<file path="config.mk">
export PLATFORM = sky130hd
export DESIGN_NAME = acc_calib_top
export DESIGN_NICKNAME = d
export VERILOG_FILES = /design/src/design/acc_pkg.sv /design/src/design/acc_calib_top.sv /design/src/design/acc_correct.sv
export VERILOG_INCLUDE_DIRS = /design/src /design/src/design
export SDC_FILE = /design/constraint.sdc
export NUM_CORES = 2
export LEC_CHECK = 0
export ABC_CLOCK_PERIOD_IN_PS = 127400
export BUFFER_PORTS_ARGS = -buffer_cell sky130_fd_sc_hd__buf_2
export CORE_MARGIN = 8
export CORE_UTILIZATION = 24
export DETAILED_ROUTE_END_ITERATION = 10
export PLACE_DENSITY_LB_ADDON = 0.25
export SYNTH_ARGS = -nofsm -noshare
export SYNTH_HDL_FRONTEND = slang
export SYNTH_HIERARCHICAL = 1
export SYNTH_SLANG_ARGS = --single-unit
export TNS_END_PERCENT = 1
</file>
<file path="constraint.sdc">
create_clock -name pclk -period 127.4 [get_ports pclk]
set_input_delay 19.11 -clock pclk [delete_from_list [all_inputs] [get_ports pclk]]
set_output_delay 19.11 -clock pclk [all_outputs]
set_load 0.005 [all_outputs]
</file>
<file path="src/design/acc_defs.svh">
// register offsets, field positions, reset values and mode codes of the calibration block
`ifndef ACC_DEFS_SVH
`define ACC_DEFS_SVH

// ----------------------------------------
// register byte offsets
// ----------------------------------------
`define ACC_ADDR_MODE     8'h00
`define ACC_ADDR_FLT      8'h04
`define ACC_ADDR_OFS      8'h08
`define ACC_ADDR_GAIN     8'h0c
`define ACC_ADDR_CCTL     8'h10
`define ACC_ADDR_TCTL     8'h14
`define ACC_ADDR_DATA     8'h18
`define ACC_ADDR_STAT     8'h1c

// ----------------------------------------
// reset values
// ----------------------------------------
`define ACC_FLT_RST       16'h0007
`define ACC_GAIN_RST      16'h5555
`define ACC_OFS_RST       16'h0000

// ----------------------------------------
// field positions
// ----------------------------------------
`define ACC_CHOP_BIT      15
`define ACC_OCS_MSB       14
`define ACC_OCS_LSB       13
`define ACC_REFH_BIT      12
`define ACC_UNIP_BIT      5

// ----------------------------------------
// mode field codes and power modes
// ----------------------------------------
`define ACC_MD_IDLE       3'h0
`define ACC_MD_CONT       3'h1
`define ACC_MD_SINGLE     3'h2
`define ACC_PWR_LP        2'h1
`define ACC_PWR_LPP       2'h2

// ----------------------------------------
// sequencing and datapath constants
// ----------------------------------------
`define ACC_CNT_CHOP_OFF  2'h3
`define ACC_CNT_CHOP_ON   2'h2
`define ACC_PGA_LP        4'h7
`define ACC_K_LP          3'h5
`define ACC_K_LPP         3'h3
`define ACC_OFS_ALIGN     5'h07
`define ACC_OUT_SHIFT     6'h15
`define ACC_GAIN_UNITY    16'h4000
`define ACC_GAIN_NUM      37'h10_0000_0000

`endif

</file>
<file path="src/design/acc_pkg.sv">
// types shared by the calibration block
`default_nettype none

package acc_pkg;

   typedef enum logic [1:0] {
      ST_IDLE  = 2'h0,
      ST_CONV  = 2'h1,
      ST_CAL_A = 2'h3,
      ST_CAL_B = 2'h2
   } acc_state_type;

   typedef struct packed {
      logic run;
      logic abort;
      logic zero_int;
      logic fs_int;
   } acc_fe_cmd_type;

   typedef struct packed {
      logic       unipolar;
      logic [2:0] k_shift;
   } acc_corr_cfg_type;

endpackage

`default_nettype wire

</file>
<file path="src/design/acc_calib_top.sv">
// calibration sequencer, coefficient registers and apb slave of the adc result path
`include "acc_defs.svh"
`default_nettype none

// Operation
// RULE_01 - offset calibration takes one cycle: three outputs chop off, two chop on
// RULE_02 - gain calibration runs two such stages, twice as long as offset calibration
// RULE_03 - a calibration request aborts a running conversion at once
// RULE_04 - calibration runs at the output rate set in the filter configuration
// RULE_05 - after any calibration the converter returns to idle
// RULE_06 - self calibration uses internal zero and internal full-scale inputs
// RULE_07 - system calibration takes its level from the external input, held by the user
// RULE_08 - software loads the unity-gain coefficient before self calibration
// RULE_09 - zero-scale result goes to offset register, full-scale result to gain register
// RULE_10 - offset coefficient is 16-bit two's complement spanning plus or minus one
// RULE_11 - positive offset is subtracted, negative offset magnitude is added
// RULE_12 - offset coefficient zero removes no offset
// RULE_13 - corrected value is multiplied by gain coefficient over 16384
// RULE_14 - nominal gain scales the 0.75 filter span up to full scale
// RULE_15 - result is checked for overflow, then formatted bipolar or unipolar
// RULE_16 - current channel scales offset by k chosen from the gain code
// RULE_17 - low power mode forces gain 128 and k of 32
// RULE_18 - low power plus uses k of 8; half-supply reference doubles k (the code doubles it only in low power and low power plus modes)
// RULE_19 - reset loads the factory unity-gain coefficient
// RULE_20 - user picks gain code of at least one when current sources are on
// RULE_21 - temperature channel current sources follow its control bits 14 to 13
// RULE_22 - system gain span should exceed 40 percent of full scale
// RULE_23 - calibrate at a low output rate to limit noise
// RULE_24 - coefficient writes only when idle; calibrations start through the mode field
// RULE_25 - out of range results clamp to full scale
// RULE_26 - gain estimate is full scale over measured span, saturating
module acc_calib_top #(
   parameter logic [15:0] FACTORY_GAIN = `ACC_GAIN_RST
) (
   input  wire logic                    pclk,
   input  wire logic                    presetn,
   input  wire logic [7:0]              paddr,
   input  wire logic                    psel,
   input  wire logic                    penable,
   input  wire logic                    pwrite,
   input  wire logic [31:0]             pwdata,
   output logic [31:0]                  prdata,
   output logic                         pready,
   output logic                         pslverr,
   input  wire logic                    filt_valid,
   input  wire logic signed [23:0]      filt_data,
   output acc_pkg::acc_fe_cmd_type      fe_cmd,
   output logic [15:0]                  filter_config,
   output logic [3:0]                   pga_code,
   output logic [1:0]                   cur_ocs_en,
   output logic [1:0]                   temp_ocs_en,
   output logic                         result_valid,
   output logic [15:0]                  result_data
);
   import acc_pkg::*;

   // ----------------------------------------
   // register storage
   // ----------------------------------------
   logic [5:0]          mode_r;
   logic [15:0]         flt_r;
   logic [15:0]         ofs_r;
   logic [15:0]         gain_r;
   logic [15:0]         cctl_r;
   logic [15:0]         tctl_r;
   logic [31:0]         prdata_r;
   acc_state_type       state_r;
   acc_state_type       state_nxt;
   logic [1:0]          cnt_r;
   logic                gain_kind_r;
   logic                self_kind_r;
   logic                abort_r;
   logic signed [23:0]  zero_r;
   logic [15:0]         ofs_meas;
   logic [15:0]         gain_meas;
   logic                ovf;

   // ----------------------------------------
   // apb decode
   // ----------------------------------------
   // zero wait states: read data is captured in the setup cycle
   wire logic acc_ph   = psel & penable;
   wire logic mapped   = (paddr[7:5] == 3'h0) && (paddr[1:0] == 2'h0);
   wire logic wr       = acc_ph & pwrite & mapped;
   wire logic wr_mode  = wr && (paddr == `ACC_ADDR_MODE);
   wire logic wr_flt   = wr && (paddr == `ACC_ADDR_FLT);
   wire logic wr_ofs   = wr && (paddr == `ACC_ADDR_OFS);
   wire logic wr_gain  = wr && (paddr == `ACC_ADDR_GAIN);
   wire logic wr_cctl  = wr && (paddr == `ACC_ADDR_CCTL);
   wire logic wr_tctl  = wr && (paddr == `ACC_ADDR_TCTL);
   wire logic cal_req  = wr_mode & pwdata[2]; // RULE_24
   wire logic idle_req = wr_mode && (pwdata[2:0] == `ACC_MD_IDLE);
   wire logic conv_req = wr_mode & ~pwdata[2] & ~idle_req;

   assign pready  = 1'b1;
   assign pslverr = acc_ph & ~mapped;
   assign prdata  = prdata_r;

   // ----------------------------------------
   // sequencer decode
   // ----------------------------------------
   wire logic       chop        = flt_r[`ACC_CHOP_BIT];
   wire logic [1:0] need        = chop ? `ACC_CNT_CHOP_ON : `ACC_CNT_CHOP_OFF; // RULE_01
   wire logic       in_cal      = (state_r == ST_CAL_A) || (state_r == ST_CAL_B);
   wire logic       last        = in_cal && filt_valid && (cnt_r == need - 2'h1);
   wire logic       ofs_done    = last && (state_r == ST_CAL_A) && !gain_kind_r;
   wire logic       gain_done   = last && (state_r == ST_CAL_B); // RULE_02
   wire logic       single_done = (state_r == ST_CONV) && filt_valid && (mode_r[2:0] == `ACC_MD_SINGLE);
   wire logic       hw_idle     = ofs_done | gain_done | single_done; // RULE_05
   wire logic       zero_cap    = last && (state_r == ST_CAL_A) && gain_kind_r;

   // ----------------------------------------
   // offset scale factor
   // ----------------------------------------
   wire logic [1:0] pwr   = mode_r[4:3];
   wire logic       lp    = (pwr == `ACC_PWR_LP);
   wire logic       lpp   = (pwr == `ACC_PWR_LPP);
   wire logic       refh  = cctl_r[`ACC_REFH_BIT];
   wire logic [3:0] pga_n = cctl_r[3:0];
   wire logic [2:0] k_nrm = (pga_n == 4'h1 || pga_n == 4'h7) ? 3'h1 : // RULE_16
                            (pga_n == 4'h8) ? 3'h2 : (pga_n == 4'h9) ? 3'h3 : 3'h0;
   wire logic [2:0] k_sh  = lp ? `ACC_K_LP + {2'h0, refh} : // RULE_17 RULE_18
                            lpp ? `ACC_K_LPP + {2'h0, refh} : k_nrm;

   wire acc_corr_cfg_type corr_cfg = {mode_r[`ACC_UNIP_BIT], k_sh};

   // system gain measures from the stored offset instead of the first stage capture
   wire logic [4:0]         ofs_sh   = `ACC_OFS_ALIGN + {2'h0, k_sh};
   wire logic signed [31:0] sys_zero = 32'($signed(ofs_r)) <<< ofs_sh;
   wire logic signed [23:0] zero_ref = self_kind_r ? zero_r : sys_zero[23:0];

   // ----------------------------------------
   // outputs to front end
   // ----------------------------------------
   assign fe_cmd = {state_r != ST_IDLE, abort_r,
                    self_kind_r && (state_r == ST_CAL_A), // RULE_06 RULE_07
                    self_kind_r && gain_kind_r && (state_r == ST_CAL_B)};
   assign filter_config = flt_r; // RULE_04
   assign pga_code      = lp ? `ACC_PGA_LP : pga_n; // RULE_17
   assign cur_ocs_en    = cctl_r[`ACC_OCS_MSB:`ACC_OCS_LSB];
   assign temp_ocs_en   = tctl_r[`ACC_OCS_MSB:`ACC_OCS_LSB]; // RULE_21

   // ----------------------------------------
   // read mux
   // ----------------------------------------
   wire logic [31:0] rd_mux =
      (paddr == `ACC_ADDR_MODE) ? {26'h0, mode_r} :
      (paddr == `ACC_ADDR_FLT)  ? {16'h0, flt_r} :
      (paddr == `ACC_ADDR_OFS)  ? {16'h0, ofs_r} :
      (paddr == `ACC_ADDR_GAIN) ? {16'h0, gain_r} :
      (paddr == `ACC_ADDR_CCTL) ? {16'h0, cctl_r} :
      (paddr == `ACC_ADDR_TCTL) ? {16'h0, tctl_r} :
      (paddr == `ACC_ADDR_DATA) ? {16'h0, result_data} :
      (paddr == `ACC_ADDR_STAT) ? {28'h0, state_r, ovf, state_r != ST_IDLE} : 32'h0;

   // ----------------------------------------
   // state machine
   // ----------------------------------------
   always_comb begin
      state_nxt = state_r;
      case (state_r)
         ST_IDLE: begin
            state_nxt = ST_IDLE;
         end
         ST_CONV: begin
            if (single_done) state_nxt = ST_IDLE;
         end
         ST_CAL_A: begin
            if (last) state_nxt = gain_kind_r ? ST_CAL_B : ST_IDLE; // RULE_02
         end
         ST_CAL_B: begin
            if (last) state_nxt = ST_IDLE; // RULE_05
         end
         default: begin
            state_nxt = ST_IDLE;
         end
      endcase
      if (cal_req) state_nxt = ST_CAL_A; // RULE_03
      else if (conv_req) state_nxt = ST_CONV;
      else if (idle_req) state_nxt = ST_IDLE;
   end

   always_ff @(posedge pclk or negedge presetn) begin
      if (!presetn) begin
         state_r     <= ST_IDLE;
         cnt_r       <= 2'h0;
         gain_kind_r <= 1'b0;
         self_kind_r <= 1'b0;
         abort_r     <= 1'b0;
         zero_r      <= 24'h000000;
      end else begin
         state_r <= state_nxt;
         abort_r <= cal_req | idle_req; // RULE_03
         if (cal_req || last) cnt_r <= 2'h0;
         else if (in_cal && filt_valid) cnt_r <= cnt_r + 2'h1;
         if (cal_req) begin
            gain_kind_r <= pwdata[0];
            self_kind_r <= ~pwdata[1];
         end
         if (zero_cap) zero_r <= filt_data; // RULE_06
      end
   end

   // ----------------------------------------
   // registers
   // ----------------------------------------
   // software write in the same cycle as a hardware return to idle wins
   always_ff @(posedge pclk or negedge presetn) begin
      if (!presetn) begin
         mode_r <= 6'h00;
         flt_r  <= `ACC_FLT_RST;
         cctl_r <= 16'h0000;
         tctl_r <= 16'h0000;
      end else begin
         if (wr_mode) mode_r <= pwdata[5:0];
         else if (hw_idle) mode_r[2:0] <= `ACC_MD_IDLE; // RULE_05
         if (wr_flt) flt_r <= pwdata[15:0];
         if (wr_cctl) cctl_r <= pwdata[15:0];
         if (wr_tctl) tctl_r <= pwdata[15:0];
      end
   end

   always_ff @(posedge pclk or negedge presetn) begin
      if (!presetn) begin
         ofs_r  <= `ACC_OFS_RST;
         gain_r <= FACTORY_GAIN; // RULE_19 RULE_08
      end else begin
         if (wr_ofs && state_r == ST_IDLE) ofs_r <= pwdata[15:0]; // RULE_24
         else if (ofs_done) ofs_r <= ofs_meas; // RULE_09
         if (wr_gain && state_r == ST_IDLE) gain_r <= pwdata[15:0]; // RULE_24
         else if (gain_done) gain_r <= gain_meas; // RULE_09
      end
   end

   always_ff @(posedge pclk or negedge presetn) begin
      if (!presetn) prdata_r <= 32'h0;
      else if (psel && !penable && !pwrite) prdata_r <= rd_mux;
   end

   // ----------------------------------------
   // correction datapath
   // ----------------------------------------
   acc_correct u_corr (
      .pclk        (pclk),
      .presetn     (presetn),
      .cfg         (corr_cfg),
      .ofs_coef    (ofs_r),
      .gain_coef   (gain_r),
      .samp_valid  (filt_valid && state_r == ST_CONV),
      .samp        (filt_data),
      .zero_ref    (zero_ref),
      .res_valid_r (result_valid),
      .res_r       (result_data),
      .ovf_r       (ovf),
      .ofs_meas    (ofs_meas),
      .gain_meas   (gain_meas)
   );

   // ----------------------------------------
   // checks
   // ----------------------------------------
   logic [2:0] hv_cnt_r;
   always_ff @(posedge pclk or negedge presetn) begin
      if (!presetn) hv_cnt_r <= 3'h0;
      else if (cal_req) hv_cnt_r <= 3'h0;
      else if (in_cal && filt_valid) hv_cnt_r <= hv_cnt_r + 3'h1;
   end
endmodule

`default_nettype wire

</file>
<file path="src/design/acc_correct.sv">
// offset and gain correction datapath with clamp and coefficient estimation
`include "acc_defs.svh"
`default_nettype none

module acc_correct (
   input  wire logic                      pclk,
   input  wire logic                      presetn,
   input  wire acc_pkg::acc_corr_cfg_type cfg,
   input  wire logic [15:0]               ofs_coef,
   input  wire logic [15:0]               gain_coef,
   input  wire logic                      samp_valid,
   input  wire logic signed [23:0]        samp,
   input  wire logic signed [23:0]        zero_ref,
   output logic                           res_valid_r,
   output logic [15:0]                    res_r,
   output logic                           ovf_r,
   output logic [15:0]                    ofs_meas,
   output logic [15:0]                    gain_meas
);
   import acc_pkg::*;

   // ----------------------------------------
   // correction
   // ----------------------------------------
   // offset lsb weighs 2^-15, filter lsb 2^-22: align, then scale by k
   wire logic [4:0]         ofs_sh  = `ACC_OFS_ALIGN + {2'h0, cfg.k_shift};
   wire logic signed [31:0] ofs_ext = 32'($signed(ofs_coef)) <<< ofs_sh; // RULE_10 RULE_16
   wire logic signed [31:0] corr    = 32'(samp) - ofs_ext; // RULE_11 RULE_12
   wire logic signed [48:0] prod    = corr * $signed({1'b0, gain_coef}); // RULE_13 RULE_14
   wire logic signed [48:0] scaled  = prod >>> `ACC_OUT_SHIFT;
   wire logic               pos_ov  = scaled > 49'sd32767; // RULE_15
   wire logic               neg_ov  = scaled < -49'sd32768;
   wire logic [15:0]        clamped = pos_ov ? 16'h7fff : neg_ov ? 16'h8000 : scaled[15:0]; // RULE_25
   wire logic [15:0]        fmt     = cfg.unipolar ? {~clamped[15], clamped[14:0]} : clamped; // RULE_15

   // ----------------------------------------
   // coefficient estimation
   // ----------------------------------------
   wire logic signed [31:0] ofs_raw = 32'(samp) >>> ofs_sh;
   assign ofs_meas = (ofs_raw > 32'sd32767) ? 16'h7fff :
                     (ofs_raw < -32'sd32768) ? 16'h8000 : ofs_raw[15:0];
   // full scale (2^22) over measured span, in units of 2^-14; division is combinational
   wire logic signed [24:0] span    = 25'(samp) - 25'(zero_ref);
   wire logic [36:0]        quot    = `ACC_GAIN_NUM / {12'h0, span};
   assign gain_meas = (span <= 25'sd0 || quot > 37'h0_0000_ffff) ? 16'hffff : quot[15:0]; // RULE_26

   always_ff @(posedge pclk or negedge presetn) begin
      if (!presetn) begin
         res_valid_r <= 1'b0;
         res_r       <= 16'h0000;
         ovf_r       <= 1'b0;
      end else begin
         res_valid_r <= samp_valid;
         if (samp_valid) begin
            res_r <= fmt;
            ovf_r <= pos_ov | neg_ov;
         end
      end
   end
endmodule

`default_nettype wire

</file>
==> metrics <==
WHS Path Cells 2; Netlist Area Pre-Place 67130 µm²; CTS tree done; clock latency on the worst-skew pair 0.45 ns; grt ovf 0; Starting Density 24.07%; Post-synth EDFFs 0; Die X 544.9 µm; Post-CTS Hold Fix Bufs 0; RePlAce Congestion 0.9180; H-Tree Depth 4; period utilization 94.50%; hpwl dp 211.0 mm; placed cell area 85290 µm²; asr flop ratio synth 100.0%; I/O pins 149; Rows 194; ANT nets after route 0; DRT Pass-1 Iters 6; total clock sinks 151; crit-path max cell delay 0.64 ns; final setup vio count 0; Final nets 11938; Slew Viols, Final 0; WL final 265.6 mm; post-synthesis sequential area ratio 5.649%; Yosys warnings 6; Least-Margin Pin Slew 1.309 ns; fin area 87070 µm²; Fmax 8.306 MHz; initial drt markers 4591; R2R Path End gain_r[0]; Routed WL per cell 18.49 µm; floorplan core area 278900 µm²; clk slew on worst S/H paths 0.07 ns; grt met1 use 23.19%; CP most frequent cell a21oi_1; Vias/cell 4.992; CP bufs+invs 48; met2 Track Usage GR 29.91%; CP delay by family, top compound AO/OA/AOI/OAI gates; worst reg2reg path depth 533; outcome completed; Post-Syn Instances 8929; All-Layer GR Usage 17.24%; top cells by count, synth nand2_1, inv_1, a21oi_1; min-delay src gain_r[0]; crit start category input pin; Worst R2R Start mode_r[3]; Slew HR 12.71%; CP Class input pin to flip-flop; vias in the first global route 72736; required time of the worst setup path 127.77 ns; top_reg_cell synth dfrtp_1; hold crit path type flip-flop to flip-flop; most used routing layer met2; Period minus WS final 120.39 ns; final hold viol count 0; Crit Path Max Fanout 23; Worst Clk Skew 0.01151 ns; Yosys top cell by area fa_1; synthesis-stage register bit count 151; distinct cell type count after synthesis 143; Root Buffer clkbuf_16; PortBufs 115; fraction of layout cells with a size suffix above 1 25.43%; FF-to-FF setup slack 21.85 ns; Layout area overhead 29.71%; Worst Setup End Kind flip-flop; DRC Markers 0; largest net degree at the start of global routing 117; vias 71707; GR Util met3 1.259%; Worst EP arrival 120.77 ns; CTS Buffer Depth 2; Worst path depth 523; first-pass GRT wire length 412.4 mm; Area contributors post-synth fa_1, ha_1, a21oi_1; post-synth top area share 14.58%; Worst Hold End gain_r[0]; DIE AREA 296900 µm²; slowest CP cell a2111oi_2; TritonCTS Buffers 17; syn avg cell area 7.518 µm²; initial antenna violation count 28; most common cell in the synthesized netlist nand2_1; max_cap viols 0; Die Y 544.9 µm
-- tightest hold or removal path, delay by kind of cell, from the launching register on --
kind | cells | cell delay, ns
and+or+nand+nor | 2 | 0.10
DFF | 1 | 0.37
-- flip-flops by register name (all words and copies together) (netlist names) --
signal,cells
cnt_r,2
zero_r,24
gain_r,16
cctl_r,16
self_kind_r,1
u_corr/res_valid_r,1
abort_r,1
mode_r,6
filter_config,16
u_corr/ovf_r,1
tctl_r,16
state_r,2
ofs_r,16
u_corr/res_r,16
gain_kind_r,1
prdata,16
-- kinds of logic after synthesis --
kind of cell,synth area share [%]
adder cells (fa/ha/maj),28.75
AND/OR/NAND/NOR,20.71
buffers and inverters,6.814
multiplexers,6.824
XOR/XNOR,7.157
AO/OA/AOI/OAI,24.08
other,0.01677
flip-flops,5.649
-- how the worst max path moves through the flow --
stage | startpoint | to
2_1_floorplan | filt_data[0] | gain_r[0]
3_3_place_gp | filt_data[2] | gain_r[0]
3_5_place_dp | filt_data[2] | gain_r[0]
4_1_cts | filt_data[1] | gain_r[0]
5_1_grt | filt_data[9] | gain_r[0]
6_report | filt_data[9] | gain_r[0]
-- per-stage QoR --
| stage | std cells | TNS [ns] | utilization [%] | worst slack, ns | hold slack [ns] |
|---|---|---|---|---|---|
| 2_1_floorplan | 8944 | 0 | - | 0.8842 | 0.4617 |
| 4_1_cts | 14332 | 0 | 30.83 | 0.06558 | 0.4726 |
| 3_3_place_gp | 14297 | 0 | 30.58 | 0.5031 | 0.4512 |
| 6_report | 14365 | 0 | 31.22 | 7.008 | 0.4722 |
| 5_1_grt | 14362 | -0.1217 | 31.22 | -0.1217 | 0.4901 |
| 3_5_place_dp | 14297 | -0.3582 | 30.58 | -0.3582 | 0.4615 |
-- per-layer routing --
metal  vias to the layer above  wire, µm
met5                         -        53
met4                         8      7374
li1                      34847         -
met2                      1604    125800
met3                       360      9971
met1                     34888    122400
-- layout make-up --
type	count	area (µm²)
fill	29960	191800
multi-input combinational	7642	60000
timing repair buffer	2010	14950
tap	3724	4659
sequential	151	3794
inverter	797	3005
clock buffer	18	429.2
clock inverter	14	209.0
antenna	9	22.52
-- layout by cell type, fill, tap and decap left out, types with 100 or more instances in the layout --
| master | Yosys | routed |
|---|---|---|
| buf_4 | 38 | 1880 |
| nand2_1 | 1003 | 996 |
| inv_1 | 790 | 788 |
| ha_1 | 760 | 752 |
| a21oi_1 | 763 | 734 |
| nor2_1 | 723 | 704 |
| fa_1 | 489 | 488 |
| o21ai_0 | 468 | 433 |
| xnor2_1 | 340 | 338 |
| mux2_2 | 263 | 263 |
| a21o_1 | 250 | 250 |
| and2_1 | 231 | 230 |
| xor2_1 | 203 | 186 |
| nor3_1 | 195 | 182 |
| nand3_1 | 182 | 176 |
| dfrtp_1 | 140 | 139 |
| o21a_1 | 139 | 137 |
| o21bai_1 | 136 | 134 |
| buf_2 | 27 | 113 |
| mux2i_1 | 110 | 108 |
| nand2b_1 | 100 | 100 |
-- timing repair --
action                     CTS  global route
pin swaps                    1            27
setup buffers                3            24
resized for setup            7           223
setup endpoints to repair    1             3
Power is left out: the tool's default activity adds up to more than one toggle a clock period on the data nets, which glitch-free logic cannot reach.
